$ cat config.mk
export PLATFORM = sky130hd
export DESIGN_NAME = sem_device_flat
export DESIGN_NICKNAME = d
export VERILOG_FILES = /design/src/sem_pkg.sv /design/src/sem_link_if.sv /design/src/sem_device.sv /design/src/sem_fifo.sv /design/src/flat_wrapper.sv
export VERILOG_INCLUDE_DIRS = /design/src
export SDC_FILE = /design/constraint.sdc
export NUM_CORES = 2
export LEC_CHECK = 0
export ABC_AREA = 1
export BUFFER_PORTS_ARGS = -buffer_cell sky130_fd_sc_hd__buf_4
export CORE_UTILIZATION = 45
export DETAILED_ROUTE_END_ITERATION = 8
export PLACE_DENSITY_LB_ADDON = 0.2
export SETUP_SLACK_MARGIN = 0.3
export SLEW_MARGIN = 20
export SYNTH_ARGS = -nofsm -noshare
export SYNTH_HDL_FRONTEND = slang
export SYNTH_HIERARCHICAL = 1
export SYNTH_SLANG_ARGS = --single-unit
$ cat constraint.sdc
create_clock -name clk_sys -period 7.92 [get_ports clk_sys]
set_clock_uncertainty 0.1 [all_clocks]
set_input_delay 0 -clock clk_sys [delete_from_list [all_inputs] [get_ports clk_sys]]
set_output_delay 0 -clock clk_sys [all_outputs]
set_load 0.05 [all_outputs]
$ cat src/sem_defs.svh
// Purpose: Offsets, field positions, reset values and codes of the
//          semaphore block and of its host controller.
// Assumes: Byte addresses on a 12-bit link address, 32-bit data words.
// Notes:   Definitions only.
//
// Overview of operation
// - Re-arm values 0x00..0x02 re-enable core lines.
// - Re-arm value 0x10 re-enables shared error line.
// - Reading re-arm register raises read exception.
// - Re-arm bits 31-8 ignored without effect.
// - Direct read of free semaphore acquires it.
// - Granted semaphore becomes held after the access.
// - Acquiring read of held semaphore keeps holder; owner's own read records an error.
// - Owner field shows holder, zero when free.
// - Write 0 requests (granted if free, else queued); write 1 releases.
// - Granted queued request interrupts the requester.
// - Query read never alters the semaphore.
// - Window reserved bits read zero, writes ignored.
// - Per-master flag bit set on each grant.
// - Master clears its flag bit by writing one.
// - Illegal accesses record three-bit error code.
// - Query shows busy before posting indirect request.
`ifndef SEM_DEFS_SVH
`define SEM_DEFS_SVH

`define SEM_OFS_REARM      12'h00c
`define SEM_RGN_DIRECT     4'h1
`define SEM_RGN_INDIRECT   4'h2
`define SEM_RGN_QUERY      4'h3
`define SEM_RGN_FLAGS      4'h4
`define SEM_RGN_ERR        4'h5
`define SEM_OFS_ERR        12'h500
`define SEM_OFS_ERR_CLR    12'h504
`define SEM_FREE_BIT       0
`define SEM_OWNER_LSB      8
`define SEM_FREE_RST       1'b1
`define SEM_REARM_SEL_MSB  7
`define SEM_REARM_ERR      8'h10
`define SEM_ERR_NONE       3'h0
`define SEM_ERR_FREE_FREE  3'h1
`define SEM_ERR_NOT_OWNER  3'h2
`define SEM_ERR_OWNED      3'h3
`define SEM_ERR_PENDING    3'h4
`define SEM_NUM_SEM        32
`define SEM_NUM_MASTER     3

`define HOST_OFS_TARGET    5'h00
`define HOST_OFS_WDATA     5'h04
`define HOST_OFS_GO        5'h08
`define HOST_OFS_RDATA     5'h0c
`define HOST_OFS_STATUS    5'h10
`define HOST_TGT_MID_LSB   16
`define HOST_ST_BUSY       0
`define HOST_ST_EXC        1
`define HOST_ST_CORE_LSB   2
`define HOST_ST_ERR        5

`endif

$ cat src/sem_pkg.sv
// Purpose: Shared types of the semaphore block and its host controller.
// Assumes: Master identifiers are two bits wide.
// Notes:   Constants live in sem_defs.svh.
package sem_pkg;
    typedef logic [1:0]  mid_t;
    typedef logic [11:0] addr_t;
    typedef logic [31:0] word_t;
    typedef enum logic [2:0] {
        HOST_IDLE  = 3'b001,
        HOST_ISSUE = 3'b010,
        HOST_WAIT  = 3'b100
    } host_state_e;
endpackage
$ cat src/sem_link_if.sv
// Purpose: Shared memory-mapped link between a master and the semaphores.
// Assumes: One request at a time; answer follows one cycle later.
// Notes:   No clocking block; both ends run on clk_sys.
`timescale 1ns/1ps
`default_nettype none
interface sem_link_if;
    logic                 req_valid;  // One-cycle request strobe.
    logic                 req_write;  // High for write, low for read.
    sem_pkg::mid_t        req_mid;    // Identifier of the issuing master.
    sem_pkg::addr_t       req_addr;   // Byte address of the register.
    sem_pkg::word_t       req_wdata;  // Write data.
    logic                 rsp_valid;  // One-cycle answer strobe.
    sem_pkg::word_t       rsp_rdata;  // Read data beside rsp_valid.
    logic                 rsp_err;    // Read exception beside rsp_valid.
    logic [2:0]           core_irq;   // One-cycle grant interrupt per core.
    logic                 err_irq;    // One-cycle shared error interrupt.

    modport dev  (input req_valid, req_write, req_mid, req_addr, req_wdata,
                  output rsp_valid, rsp_rdata, rsp_err, core_irq, err_irq);
    modport host (output req_valid, req_write, req_mid, req_addr, req_wdata,
                  input rsp_valid, rsp_rdata, rsp_err, core_irq, err_irq);
endinterface
`default_nettype wire

$ cat src/sem_device.sv
// Purpose: Hardware semaphore bank shared by several masters.
// Assumes: The link carries one request at a time; answers come one
//          cycle after the request.
// Notes:   Master identifier doubles as owner code, so master 0 and a
//          free semaphore both show owner zero; FREE tells them apart.
//
// Our own choices: the placing of the registers and strobed register access.
`timescale 1ns/1ps
`default_nettype none
`include "sem_defs.svh"
module sem_device #(
    parameter int NSEM = `SEM_NUM_SEM,
    parameter int NM   = `SEM_NUM_MASTER
) (
    input  wire logic     clk_sys,   // System clock.
    input  wire logic     rst,       // Asynchronous reset, active high.
    sem_link_if.dev       link,      // Link toward the masters.
    output logic [NSEM-1:0] sem_free // Free state of each semaphore.
);
    import sem_pkg::*;
    localparam int SW = $clog2(NSEM);

    logic [NSEM-1:0] free_q;
    mid_t            owner_q [NSEM];
    logic [NSEM-1:0] flag_q  [NM];
    logic [NM-1:0]   pend_q;
    logic [NM-1:0]   core_pend_q;
    logic [NM-1:0]   core_arm_q;
    logic            err_pend_q;
    logic            err_arm_q;
    logic [2:0]      err_code_q;
    mid_t            err_mid_q;
    logic [SW-1:0]   err_sem_q;

    mid_t            q_head  [NSEM];
    logic [NSEM-1:0] q_empty;

    // Request decode.
    logic          rd;
    logic          wr;
    logic          win;
    logic          rel;
    logic          post;
    logic          acq;
    logic [SW-1:0] s;
    mid_t          mid;
    logic          held;
    logic          own;
    logic [2:0]    err_d;
    logic          take_acq;
    logic          take_post;
    logic          do_push;
    logic          do_rel;
    logic          handoff;
    logic [NM-1:0] core_ev;
    logic          rearm_wr;
    logic [NM-1:0] flag_clr_sel;
    word_t         rdata_d;

    assign rd  = link.req_valid & ~link.req_write;
    assign wr  = link.req_valid & link.req_write;
    assign s   = link.req_addr[SW+1:2];
    assign mid = link.req_mid;
    assign win = (link.req_addr[11:8] == `SEM_RGN_DIRECT
               || link.req_addr[11:8] == `SEM_RGN_INDIRECT
               || link.req_addr[11:8] == `SEM_RGN_QUERY)
               && !link.req_addr[7] && link.req_addr[1:0] == 2'h0;
    assign held     = ~free_q[s];
    assign own      = (owner_q[s] == mid);
    assign acq      = rd & win & (link.req_addr[11:8] == `SEM_RGN_DIRECT);
    assign rel      = wr & win & link.req_wdata[`SEM_FREE_BIT];
    assign post     = wr & win & ~link.req_wdata[`SEM_FREE_BIT];
    assign rearm_wr = wr & (link.req_addr == `SEM_OFS_REARM);

    // Error classification of the current access.
    always_comb begin
        err_d = `SEM_ERR_NONE;
        if (rel && !held) begin
            err_d = `SEM_ERR_FREE_FREE;
        end else if (rel && !own) begin
            err_d = `SEM_ERR_NOT_OWNER;
        end else if (post && pend_q[mid]) begin
            err_d = `SEM_ERR_PENDING;
        end else if ((acq || post) && held && own) begin
            err_d = `SEM_ERR_OWNED;
        end
    end

    // A held semaphore read through the direct window is left alone.
    assign take_acq  = acq & ~held;
    assign take_post = post & ~held & (err_d == `SEM_ERR_NONE);
    assign do_push   = post & held & (err_d == `SEM_ERR_NONE);
    assign do_rel    = rel & (err_d == `SEM_ERR_NONE);
    assign handoff   = do_rel & ~q_empty[s];

    // Per-semaphore queues keep requesters in arrival order.
    for (genvar g = 0; g < NSEM; g++) begin : g_queue
        sem_fifo #(.W(2), .DEPTH(NM)) u_queue (
            .clk_sys (clk_sys),
            .rst     (rst),
            .push    (do_push && s == SW'(g)),
            .pop     (handoff && s == SW'(g)),
            .din     (mid),
            .dout    (q_head[g]),
            .empty   (q_empty[g])
        );
    end

    // Free and owner state; only grants and releases touch it.
    always_ff @(posedge clk_sys or posedge rst) begin
        if (rst) begin
            free_q <= {NSEM{`SEM_FREE_RST}};
            for (int i = 0; i < NSEM; i++) begin
                owner_q[i] <= '0;
            end
        end else if (take_acq || take_post) begin
            free_q[s]  <= 1'b0;
            owner_q[s] <= mid;
        end else if (handoff) begin
            owner_q[s] <= q_head[s];
        end else if (do_rel) begin
            free_q[s]  <= 1'b1;
            owner_q[s] <= '0;
        end
    end

    // Holding flags: set on grant, cleared by writing ones; set wins.
    always_comb begin
        for (int m = 0; m < NM; m++) begin
            flag_clr_sel[m] = wr && link.req_addr[11:8] == `SEM_RGN_FLAGS
                && link.req_addr[7:0] == 8'(m * 4);
        end
    end

    always_ff @(posedge clk_sys or posedge rst) begin
        if (rst) begin
            for (int m = 0; m < NM; m++) begin
                flag_q[m] <= '0;
            end
        end else begin
            for (int m = 0; m < NM; m++) begin
                if (flag_clr_sel[m]) begin
                    flag_q[m] <= flag_q[m] & ~link.req_wdata[NSEM-1:0];
                end
                if (((take_acq || take_post) && mid == 2'(m))
                    || (handoff && q_head[s] == 2'(m))) begin
                    flag_q[m][s] <= 1'b1;
                end
            end
        end
    end

    // One outstanding queued request per master.
    always_ff @(posedge clk_sys or posedge rst) begin
        if (rst) begin
            pend_q <= '0;
        end else begin
            for (int m = 0; m < NM; m++) begin
                if (handoff && q_head[s] == 2'(m)) begin
                    pend_q[m] <= 1'b0;
                end
                if (do_push && mid == 2'(m)) begin
                    pend_q[m] <= 1'b1;
                end
            end
        end
    end

    // Grant events for the indirect path, per master.
    always_comb begin
        for (int m = 0; m < NM; m++) begin
            core_ev[m] = (take_post && mid == 2'(m))
                      || (handoff && q_head[s] == 2'(m));
        end
    end

    // Core lines: an event waits while the line is disarmed; firing
    // disarms it until software writes the matching re-arm value.
    always_ff @(posedge clk_sys or posedge rst) begin
        if (rst) begin
            core_pend_q   <= '0;
            core_arm_q    <= '1;
            link.core_irq <= '0;
        end else begin
            for (int m = 0; m < NM; m++) begin
                link.core_irq[m] <= core_pend_q[m] & core_arm_q[m];
                core_pend_q[m]   <= (core_pend_q[m] & ~core_arm_q[m])
                                  | core_ev[m];
                if (core_pend_q[m] && core_arm_q[m]) begin
                    core_arm_q[m] <= 1'b0;
                end
                if (rearm_wr && link.req_wdata[`SEM_REARM_SEL_MSB:0]
                                == 8'(m)) begin
                    core_arm_q[m] <= 1'b1;
                end
            end
        end
    end

    // Shared error line, handled like a core line.
    always_ff @(posedge clk_sys or posedge rst) begin
        if (rst) begin
            err_pend_q   <= 1'b0;
            err_arm_q    <= 1'b1;
            link.err_irq <= 1'b0;
        end else begin
            link.err_irq <= err_pend_q & err_arm_q;
            err_pend_q   <= (err_pend_q & ~err_arm_q)
                          | (err_d != `SEM_ERR_NONE);
            if (err_pend_q && err_arm_q) begin
                err_arm_q <= 1'b0;
            end
            if (rearm_wr && link.req_wdata[`SEM_REARM_SEL_MSB:0]
                            == `SEM_REARM_ERR) begin
                err_arm_q <= 1'b1;
            end
        end
    end

    // Error record; a new error wins over a clear in the same cycle.
    always_ff @(posedge clk_sys or posedge rst) begin
        if (rst) begin
            err_code_q <= `SEM_ERR_NONE;
            err_mid_q  <= '0;
            err_sem_q  <= '0;
        end else if (err_d != `SEM_ERR_NONE) begin
            err_code_q <= err_d;
            err_mid_q  <= mid;
            err_sem_q  <= s;
        end else if (wr && link.req_addr == `SEM_OFS_ERR_CLR) begin
            err_code_q <= `SEM_ERR_NONE;
            err_mid_q  <= '0;
            err_sem_q  <= '0;
        end
    end

    // Read data reflects state before the access, so a granting read
    // returns FREE = 1 and the hold takes effect after it.
    always_comb begin
        rdata_d = '0;
        if (win) begin
            rdata_d[`SEM_FREE_BIT] = free_q[s];
            if (held) begin
                rdata_d[`SEM_OWNER_LSB+7:`SEM_OWNER_LSB] =
                    8'(owner_q[s]);
            end
        end else if (link.req_addr[11:8] == `SEM_RGN_FLAGS) begin
            for (int m = 0; m < NM; m++) begin
                if (link.req_addr[7:0] == 8'(m * 4)) begin
                    rdata_d[NSEM-1:0] = flag_q[m];
                end
            end
        end else if (link.req_addr == `SEM_OFS_ERR) begin
            rdata_d[15:0] = {6'h0, err_mid_q, 5'(err_sem_q),
                             err_code_q};
        end
    end

    // Answer one cycle after every request; the re-arm register is
    // write-only and a read of it answers with an exception.
    always_ff @(posedge clk_sys or posedge rst) begin
        if (rst) begin
            link.rsp_valid <= 1'b0;
            link.rsp_rdata <= '0;
            link.rsp_err   <= 1'b0;
        end else begin
            link.rsp_valid <= link.req_valid;
            link.rsp_rdata <= rd ? rdata_d : '0;
            link.rsp_err   <= rd && link.req_addr == `SEM_OFS_REARM;
        end
    end

    // Mirror of the free state for observation.
    always_ff @(posedge clk_sys or posedge rst) begin
        if (rst) begin
            sem_free <= {NSEM{`SEM_FREE_RST}};
        end else begin
            sem_free <= free_q;
        end
    end
endmodule // sem_device
`default_nettype wire

$ cat src/sem_fifo.sv
// Purpose: Small request queue of master identifiers for one semaphore.
// Assumes: Caller never pushes when full nor pops when empty.
// Notes:   Depth equal to the master count suffices, since each master
//          may have only one request pending.
`timescale 1ns/1ps
`default_nettype none
module sem_fifo #(
    parameter int W     = 2,
    parameter int DEPTH = 3
) (
    input  wire logic         clk_sys, // System clock.
    input  wire logic         rst,     // Asynchronous reset, active high.
    input  wire logic         push,    // Append din at the tail.
    input  wire logic         pop,     // Drop the head entry.
    input  wire logic [W-1:0] din,     // Entry to append.
    output logic      [W-1:0] dout,    // Head entry.
    output logic              empty    // No entry held.
);
    localparam int PW = (DEPTH > 1) ? $clog2(DEPTH) : 1;
    logic [W-1:0]  mem_q [DEPTH];
    logic [PW-1:0] rd_q;
    logic [PW-1:0] wr_q;
    logic [PW:0]   cnt_q;

    // Storage is written only at the tail slot.
    always_ff @(posedge clk_sys) begin
        if (push) begin
            mem_q[wr_q] <= din;
        end
    end

    // Pointers wrap at DEPTH, which need not be a power of two.
    always_ff @(posedge clk_sys or posedge rst) begin
        if (rst) begin
            rd_q  <= '0;
            wr_q  <= '0;
            cnt_q <= '0;
        end else begin
            if (push) begin
                wr_q <= (wr_q == PW'(DEPTH - 1)) ? '0 : wr_q + 1'b1;
            end
            if (pop) begin
                rd_q <= (rd_q == PW'(DEPTH - 1)) ? '0 : rd_q + 1'b1;
            end
            cnt_q <= cnt_q + (PW+1)'(push) - (PW+1)'(pop);
        end
    end

    assign dout  = mem_q[rd_q];
    assign empty = (cnt_q == '0);
endmodule // sem_fifo
`default_nettype wire

$ cat src/flat_wrapper.sv
// flat-port wrapper written by rule: the top's interface ports become plain ports
module sem_device_flat import sem_pkg::*;
#(
    parameter int NSEM = `SEM_NUM_SEM,
    parameter int NM   = `SEM_NUM_MASTER
)
  (clk_sys, rst, sem_free, link_req_valid, link_req_write, link_req_mid, link_req_addr, link_req_wdata, link_rsp_valid, link_rsp_rdata, link_rsp_err, link_core_irq, link_err_irq);
  sem_link_if link_i ();
  input  wire logic clk_sys;
  input  wire logic rst;
  output logic [NSEM-1:0] sem_free;
  input wire logic [$bits(link_i.req_valid)-1:0] link_req_valid;
  input wire logic [$bits(link_i.req_write)-1:0] link_req_write;
  input wire logic [$bits(link_i.req_mid)-1:0] link_req_mid;
  input wire logic [$bits(link_i.req_addr)-1:0] link_req_addr;
  input wire logic [$bits(link_i.req_wdata)-1:0] link_req_wdata;
  output wire logic [$bits(link_i.rsp_valid)-1:0] link_rsp_valid;
  output wire logic [$bits(link_i.rsp_rdata)-1:0] link_rsp_rdata;
  output wire logic [$bits(link_i.rsp_err)-1:0] link_rsp_err;
  output wire logic [$bits(link_i.core_irq)-1:0] link_core_irq;
  output wire logic [$bits(link_i.err_irq)-1:0] link_err_irq;
  assign link_i.req_valid = link_req_valid;
  assign link_i.req_write = link_req_write;
  assign link_i.req_mid = link_req_mid;
  assign link_i.req_addr = link_req_addr;
  assign link_i.req_wdata = link_req_wdata;
  assign link_rsp_valid = link_i.rsp_valid;
  assign link_rsp_rdata = link_i.rsp_rdata;
  assign link_rsp_err = link_i.rsp_err;
  assign link_core_irq = link_i.core_irq;
  assign link_err_irq = link_i.err_irq;
  sem_device #(.NSEM(NSEM), .NM(NM)) u_core (.clk_sys(clk_sys), .rst(rst), .link(link_i), .sem_free(sem_free));
endmodule
# After elaboration in Yosys (flattened, before gate mapping)
# Memory sizes are Yosys's and may differ from the RTL's.
# Index checks and enable logic that the tools add are counted.
[classes] add_sub_neg=128 magnitude_cmp=5 n_eq_ne=113 n_mux=194 n_bitwise=48 reduce_logical=162
[ops] cell="2-to-1 mux 32 bit" n=13
[ops] cell="2-to-1 mux 64 bit" n=3
[ops] cell="2-to-1 mux 2 bit" n=73
[ops] cell="equality test 2 bit (second input constant)" n=66
[ops] cell="adder 2 x 1 -> 2 bit (second input constant)" n=64
[ops] cell="bitwise AND 32 bit" n=4
[ops] cell="bitwise mux 64 bit" n=2
[ops] cell="bitwise OR 32 bit" n=4
[ops] cell="logical AND 1 bit" n=99
[ops] cell="zero test 3 bit" n=33
[ops] cell="adder 3 x 1 -> 3 bit" n=32
[ops] cell="subtractor 3 x 1 -> 3 bit" n=32
[ops] cell="2-to-1 mux 1 bit" n=83
[ops] cell="equality test 5 bit (second input constant)" n=16
[ops] cell="bitwise AND 64 bit" n=1
[ops] cell="NOT 32 bit" n=2
[ops] cell="NOT 64 bit" n=1
[ops] cell="2-to-1 mux 16 bit" n=3
[ops] cell="equality test 5 x 4 -> 1 bit (second input constant)" n=8
[ops] cell="equality test 12 x 11 -> 1 bit (second input constant)" n=2
[ops] cell="bitwise AND 1 bit" n=23
[ops] cell="binary-select mux 2 bit (select 5 bit)" n=2
[ops] cell="equality test 5 x 3 -> 1 bit (second input constant)" n=4
[ops] cell="nonzero test 2 bit" n=9
[ops] cell="other kinds (38)" n=71
[totals] reg_bits=507 ram_bits=192 input_bits=50 out_inout_bits=70 elab_cells=832 mem_count=32
[mem_list] memory="u_core.g_queue[0].u_queue.mem_q" depth=3 width=2 read_ports=1 rd_clocked_by_memory_dff=0 wr=1 line_no="sem_fifo.sv:20" rtl="logic [W-1:0] mem_q [DEPTH];"
[mem_list] memory="u_core.g_queue[10].u_queue.mem_q" depth=3 width=2 read_ports=1 rd_clocked_by_memory_dff=0 wr=1 line_no="sem_fifo.sv:20"
[mem_list] memory="u_core.g_queue[11].u_queue.mem_q" depth=3 width=2 read_ports=1 rd_clocked_by_memory_dff=0 wr=1 line_no="sem_fifo.sv:20"
[mem_list] memory="u_core.g_queue[12].u_queue.mem_q" depth=3 width=2 read_ports=1 rd_clocked_by_memory_dff=0 wr=1 line_no="sem_fifo.sv:20"
[mem_list] memory="u_core.g_queue[13].u_queue.mem_q" depth=3 width=2 read_ports=1 rd_clocked_by_memory_dff=0 wr=1 line_no="sem_fifo.sv:20"
[mem_list] memory="u_core.g_queue[14].u_queue.mem_q" depth=3 width=2 read_ports=1 rd_clocked_by_memory_dff=0 wr=1 line_no="sem_fifo.sv:20"
[mem_list] memory="26 more memories"

# Logic depth before layout (Yosys ltp)
[depth] word_depth=20 mapped_depth=30 ltp_nobuf=26

# Hierarchy
# Netlist, hierarchy kept.
[modules_own_cells] module="sem_device" n_inst=1 cells_each=2455 area_each_um2=16983.8 seq_area_each_um2=7166.9
[modules_own_cells] module="sem_fifo at u_core.g_queue[0].u_queue ..." n_inst=23 cells_each=56 area_each_um2=579.3 seq_area_each_um2=355.3
[modules_own_cells] module="sem_fifo at u_core.g_queue[12].u_queue ..." n_inst=8 cells_each=56 area_each_um2=573.0 seq_area_each_um2=355.3
[modules_own_cells] module="sem_fifo at u_core.g_queue[8].u_queue" n_inst=1 cells_each=55 area_each_um2=569.3 seq_area_each_um2=355.3

# Worst setup path before layout
# No wires, ideal clock.
[synth_path] path_kind="reg-to-reg" start="reg (tool-made name)" end="reg u_core.g_queue[6].u_queue.cnt_q[2]" setup_ns=0.117 arrival_ns=3.426 required_time_ns=7.703 path_slack_ns=4.277 stages_incl_launch_ff=27 path_buffers=3 synth_period_minus_slack_ns=3.643 cell_sequence="dfstp_2 -> inv_1 -> nand2_1 -> o21ai_0 -> nand2_1 -> nand2_1 -> nand2_1 -> nand2_1 -> nor2_1 -> nand2_1 -> nand2_1 -> buf_2 -> nor2_1 -> inv_2 -> nand4_1 -> nor2_4 -> buf_4 -> inv_2 -> clkbuf_1 -> nor2_1 -> ha_1 -> inv_1 -> ha_1 -> inv_1 -> fa_1 -> nand3_1 -> nand2_1"
[synth_lines] element="end signal, assigned" line_no="sem_fifo.sv:45" rtl="cnt_q <= cnt_q + (PW+1)'(push) - (PW+1)'(pop);"
[synth_lines] element="end, declared" line_no="sem_fifo.sv:23" rtl="logic [PW:0] cnt_q;"

# Worst setup path after layout
[layout_path] start="in link_req_addr[3]" end="reg u_core/flag_q[12] (netlist name)"
[layout_via] elab_chain_len=16 word_cells_on_any_way=44 classes_between="order compare: 2; eq/ne: 3; mux: 18; bitwise: 9; reduce/logical: 12"
[layout_rtl] element="start, declared" line_no="flat_wrapper.sv:15" rtl="input wire logic [$bits(link_i.req_addr)-1:0] link_req_addr;"
[layout_rtl] element="NOT 5 -> 6 bit (not written as such)" line_no="sem_device.sv:69, sem_device.sv:146"
[layout_rtl] element="binary-select mux 2 bit (select 5 bit)" line_no="sem_device.sv:69" rtl="assign own = (owner_q[s] == mid);"
[layout_rtl] element="2-to-1 mux 2 bit (not written as such) (2 in a row)" line_no="sem_device.sv:69"
[layout_rtl] element="equality test 2 bit" line_no="sem_device.sv:69"
[layout_rtl] element="logical AND 1 bit" line_no="sem_device.sv:84" rtl="end else if ((acq || post) && held && own) begin"
[layout_rtl] element="2-to-1 mux 2 bit" line_no="sem_device.sv:84"
[layout_rtl] element="2-to-1 mux 3 bit" line_no="sem_device.sv:82" rtl="end else if (post && pend_q[mid]) begin"
[layout_rtl] element="2-to-1 mux 3 bit" line_no="sem_device.sv:80" rtl="end else if (rel && !own) begin"
[layout_rtl] element="2-to-1 mux 3 bit" line_no="sem_device.sv:78" rtl="if (rel && !held) begin"
[layout_rtl] element="zero test 3 bit (no line)"
[layout_rtl] element="bitwise AND 1 bit, on equally long branches" line_no="sem_device.sv:93, sem_device.sv:91"
[layout_rtl] element="bitwise AND 1 bit or logical OR 1 bit (tied branches)" line_no="sem_device.sv:94, sem_device.sv:145"
[layout_rtl] element="logical AND 1 bit, on equally long branches" line_no="sem_device.sv:146, sem_device.sv:145"
[layout_rtl] element="logical OR 1 bit" line_no="sem_device.sv:146" rtl="|| (handoff && q_head[s] == 2'(m))) begin"
[layout_rtl] element="2-to-1 mux 32 bit (*)" line_no="sem_device.sv:145" rtl="if (((take_acq || take_post) && mid == 2'(m))"
[layout_rtl] element="end signal, assigned by index" line_no="sem_device.sv:143" rtl="flag_q[m] <= flag_q[m] & ~link.req_wdata[NSEM-1:0];"
[layout_rtl] element="end, declared" line_no="sem_device.sv:25" rtl="logic [NSEM-1:0] flag_q [NM];"
# Mark *: on every way between the ends. The rest lies on a longest branch, timed or not. The select of a mux whose other input is x is not followed.
# A chain may end at the register's enable or synchronous reset.

==> impl_results.md <==
- GRT overflow: 0
- TritonCTS clock tree: done
- Most common cell after layout, fill and taps aside: nand2_1
- Largest net degree at the start of global routing: 122
- Post-Syn Instances: 4246
- Critical path required time: 8.38 ns
- Routed Antenna Nets: 0
- Final design utilization: 52.3%
- Setup TNS Final: 0 ns
- Final GP Congestion: 0.889
- Syn Area/Cell: 8.35 sq um
- Ys Warns: 6
- CTS sink count: 699
- Peak supply drop: 0.000200 V
- PD cells: 195 nW/um^2
- H-tree depth: 3
- Antenna violations before repair: 1
- CP peak stage delay: 0.91 ns
- # resized after CTS: 0
- Final wirelength: 98500 um
- Routed vias: 29000
- Top delay family on crit path: buffers and inverters
- Multi-input gate area: 13700 sq um
- DRC: 0
- Post-synth EDFFs: 192
- Die Wd: 283 um
- CTS Buf Count: 77
- DIE HEIGHT: 283 um
- Final std cells w/o fill: 5514
- DR iter-0 viols: 2382
- Sequential fraction of the synthesis area: 52.3%
- Worst hold path type: input port to flop
- Area Overhead vs Synth: 14.7%
- Post-Syn Nets: 4392
- Status: finished clean
- Total GRT Usage: 25.0%
- Vias in the first global route: 28000
- Worst-margin pin slew: 1.18 ns
- Max Clock Freq: 167 MHz
- Routed vias/inst: 5.26
- WP data arrival: 6.44 ns
- Commonest non-fill, non-tap cells in the layout: 1128 x nand2_1, 637 x inv_1, 439 x dfrtp_1
- Tmin final: 5.98 ns
- Critical-path top delay cell: inv_2
- CTS root buffer: clkbuf_16
- Register Area: 18500 sq um
- Share of cells above drive strength 1: 11.0%
- Core area: 77700 sq um
- CP Launch Type: input port
- Total of max-cap violations: 0
- I/O Buffers: 119
- Post-synthesis cell area: 35500 sq um
- Critical path fanouts, max: 55
- First drt pass iteration count: 6
- Buffer count from post-CTS setup fixing: 0
- First-pass GRT wire length: 155000 um
- Pins Over Slew Limit: 0
- Overall power: 0.00791 W
- Worst-path clk slew: 0.06 ns
- # nets final: 4555
- Crit end category: flop
- I/O pins: 120
- Fin crit share: 75.5%
- Worst path cell trace: dlygate4sd3_1, buf_4, nand2_1, inv_2, nand2_1, o21ai_1, nor2_1, nor2_1, nor2_1, nand2_1, nand2_1, a21oi_1, nand4_1, nand2_4, buf_4, nand2_1, nand2_1, buf_4, a21o_1, dlygate4sd3_1
- Final Hold Viols: 0
- DIE AREA: 79900 sq um
- Clock buffer depth: 3
- Top FF cell, synth: dfrtp_1
- Critical path type: input port to flop
- Slew margin rel.: 21.3%
- Cell Rows: 102
- Share of flip-flops with an asynchronous set or reset: 72.5%
- ANT cells: 0
- Placed insts: 5308
- Yosys cell types: 40
- DP HPWL: 64900 um
- # hold bufs at CTS: 61
- Unrepaired setup endpoints after global routing: false
- Final setup fails: 0
- FILL cells: 7236
- P_leak: 20.1 nW
- CP Buf/Inv Count: 6
- Initial Util: 45.6%
- Worst-Skew Late Latency: 0.63 ns
- Avg WL per Cell: 17.9 um
- Seq cells post-synth: 699
- Worst path most repeated cell: nand2_1
-- final timing paths --
| check | start | slack [ns] | end | cells past startpoint |
|---|---|---|---|---|
| max | link_req_addr[3] | 1.94 | u_core/flag_q[12] | 20 |
| min | link_req_addr[8] | 0.05 | u_core/link.rsp_rdata[0] | 6 |
| max reg2reg | flop | 2.79 | u_core/flag_q[12] | 16 |
| min reg2reg | flop | 0.27 | u_core/sem_free[3] | 0 |
| max in group asynchronous | rst | 5.29 | u_core/flag_q[48] | 6 |
| min in group asynchronous | rst | 0.46 | u_core/g_queue[15].u_queue/wr_q[0] | 4 |
-- worst min-delay path: stages --
cell	delay, ns
buf_4	0.09
inv_1	0.04
nand2_1	0.13
nand3_1	0.19
nor2_1	0.19
nor3_1	0.09
-- power breakdown --
part / leakage (nW) / total [W] / internal [W] / switching [W]
Combinational: 11.5 / 0.000404 / 0.000103 / 0.000301
Clock: 1.28 / 0.00371 / 0.00222 / 0.00150
Sequential: 7.33 / 0.00379 / 0.00376 / 0.0000357
-- synth_stat cells (35+ instances only) --
cell type  instances  area, sq um
a21o_1            96          721
inv_1            638         2390
nor2_2            35          219
inv_2             42          158
buf_2             57          285
a21oi_1          111          556
nand3_1          406         2030
o21ai_1           68          340
edfxtp_1         192         5770
a22oi_1           50          375
ha_1              64          801
o21ai_0          115          576
clkbuf_1          56          210
nor3_1            43          215
dfrtp_1          439        11000
nor2_1           343         1290
nand2_1         1130         4240
dfstp_2           68         1790
o21bai_1          49          368
-- cell families (layout without fill, tap and decap cells) --
group | after synthesis | in the layout | share of synthesized area [%]
buffers and inverters | 837 | 1065 | 9.18
and+or+nand+nor | 2000 | 2000 | 23.6
DFF | 699 | 699 | 52.3
adders and majority gates | 96 | 96 | 4.06
AOI/OAI and AO/OA | 614 | 614 | 10.9
-- layout make-up --
class	instances	share of cell area, %
clock buffers	111	5.46
clock inverters	33	0.985
inverters	704	6.51
multi-input cells	2710	33.8
flip-flops and latches	699	45.6
well taps	1040	3.20
repair buffers	217	4.48
-- routing by layer --
layer	wire, um	track usage, %
met1	42800	34.2
met2	46400	40.5
met3	6120	3.66
met4	3210	8.86
met5	0	0
-- per-stage QoR --
stage / hold WS (ns) / cell area, sq um / setup slack [ns]
final: 0.0529 / 40700 / 1.94
after global routing: 0.0640 / 40700 / 1.64
after CTS: 0.00709 / 40600 / 2.08
after detailed placement: 0.0459 / 37400 / 1.90
after global placement: 0.0431 / 37400 / 2.12
after floorplan: -0.297 / 35500 / 4.13
-- registers in the layout, summed over array words and instances (netlist names), named ones only --
register / cells
u_core/g_queue.u_queue/mem_q: 192
u_core/flag_q: 96
u_core/g_queue.u_queue/cnt_q: 96
u_core/g_queue.u_queue/rd_q: 64
u_core/g_queue.u_queue/wr_q: 64
u_core/owner_q: 64
u_core/link.rsp_rdata: 32
u_core/sem_free: 32
u_core/err_sem_q: 5
u_core/core_arm_q: 3
u_core/core_pend_q: 3
u_core/err_code_q: 3
u_core/link.core_irq: 3
u_core/pend_q: 3
u_core/err_mid_q: 2
u_core/err_arm_q: 1
u_core/err_pend_q: 1
u_core/link.err_irq: 1
u_core/link.rsp_err: 1
u_core/link.rsp_valid: 1
No activity file was read; power rests on OpenSTA's default activity.
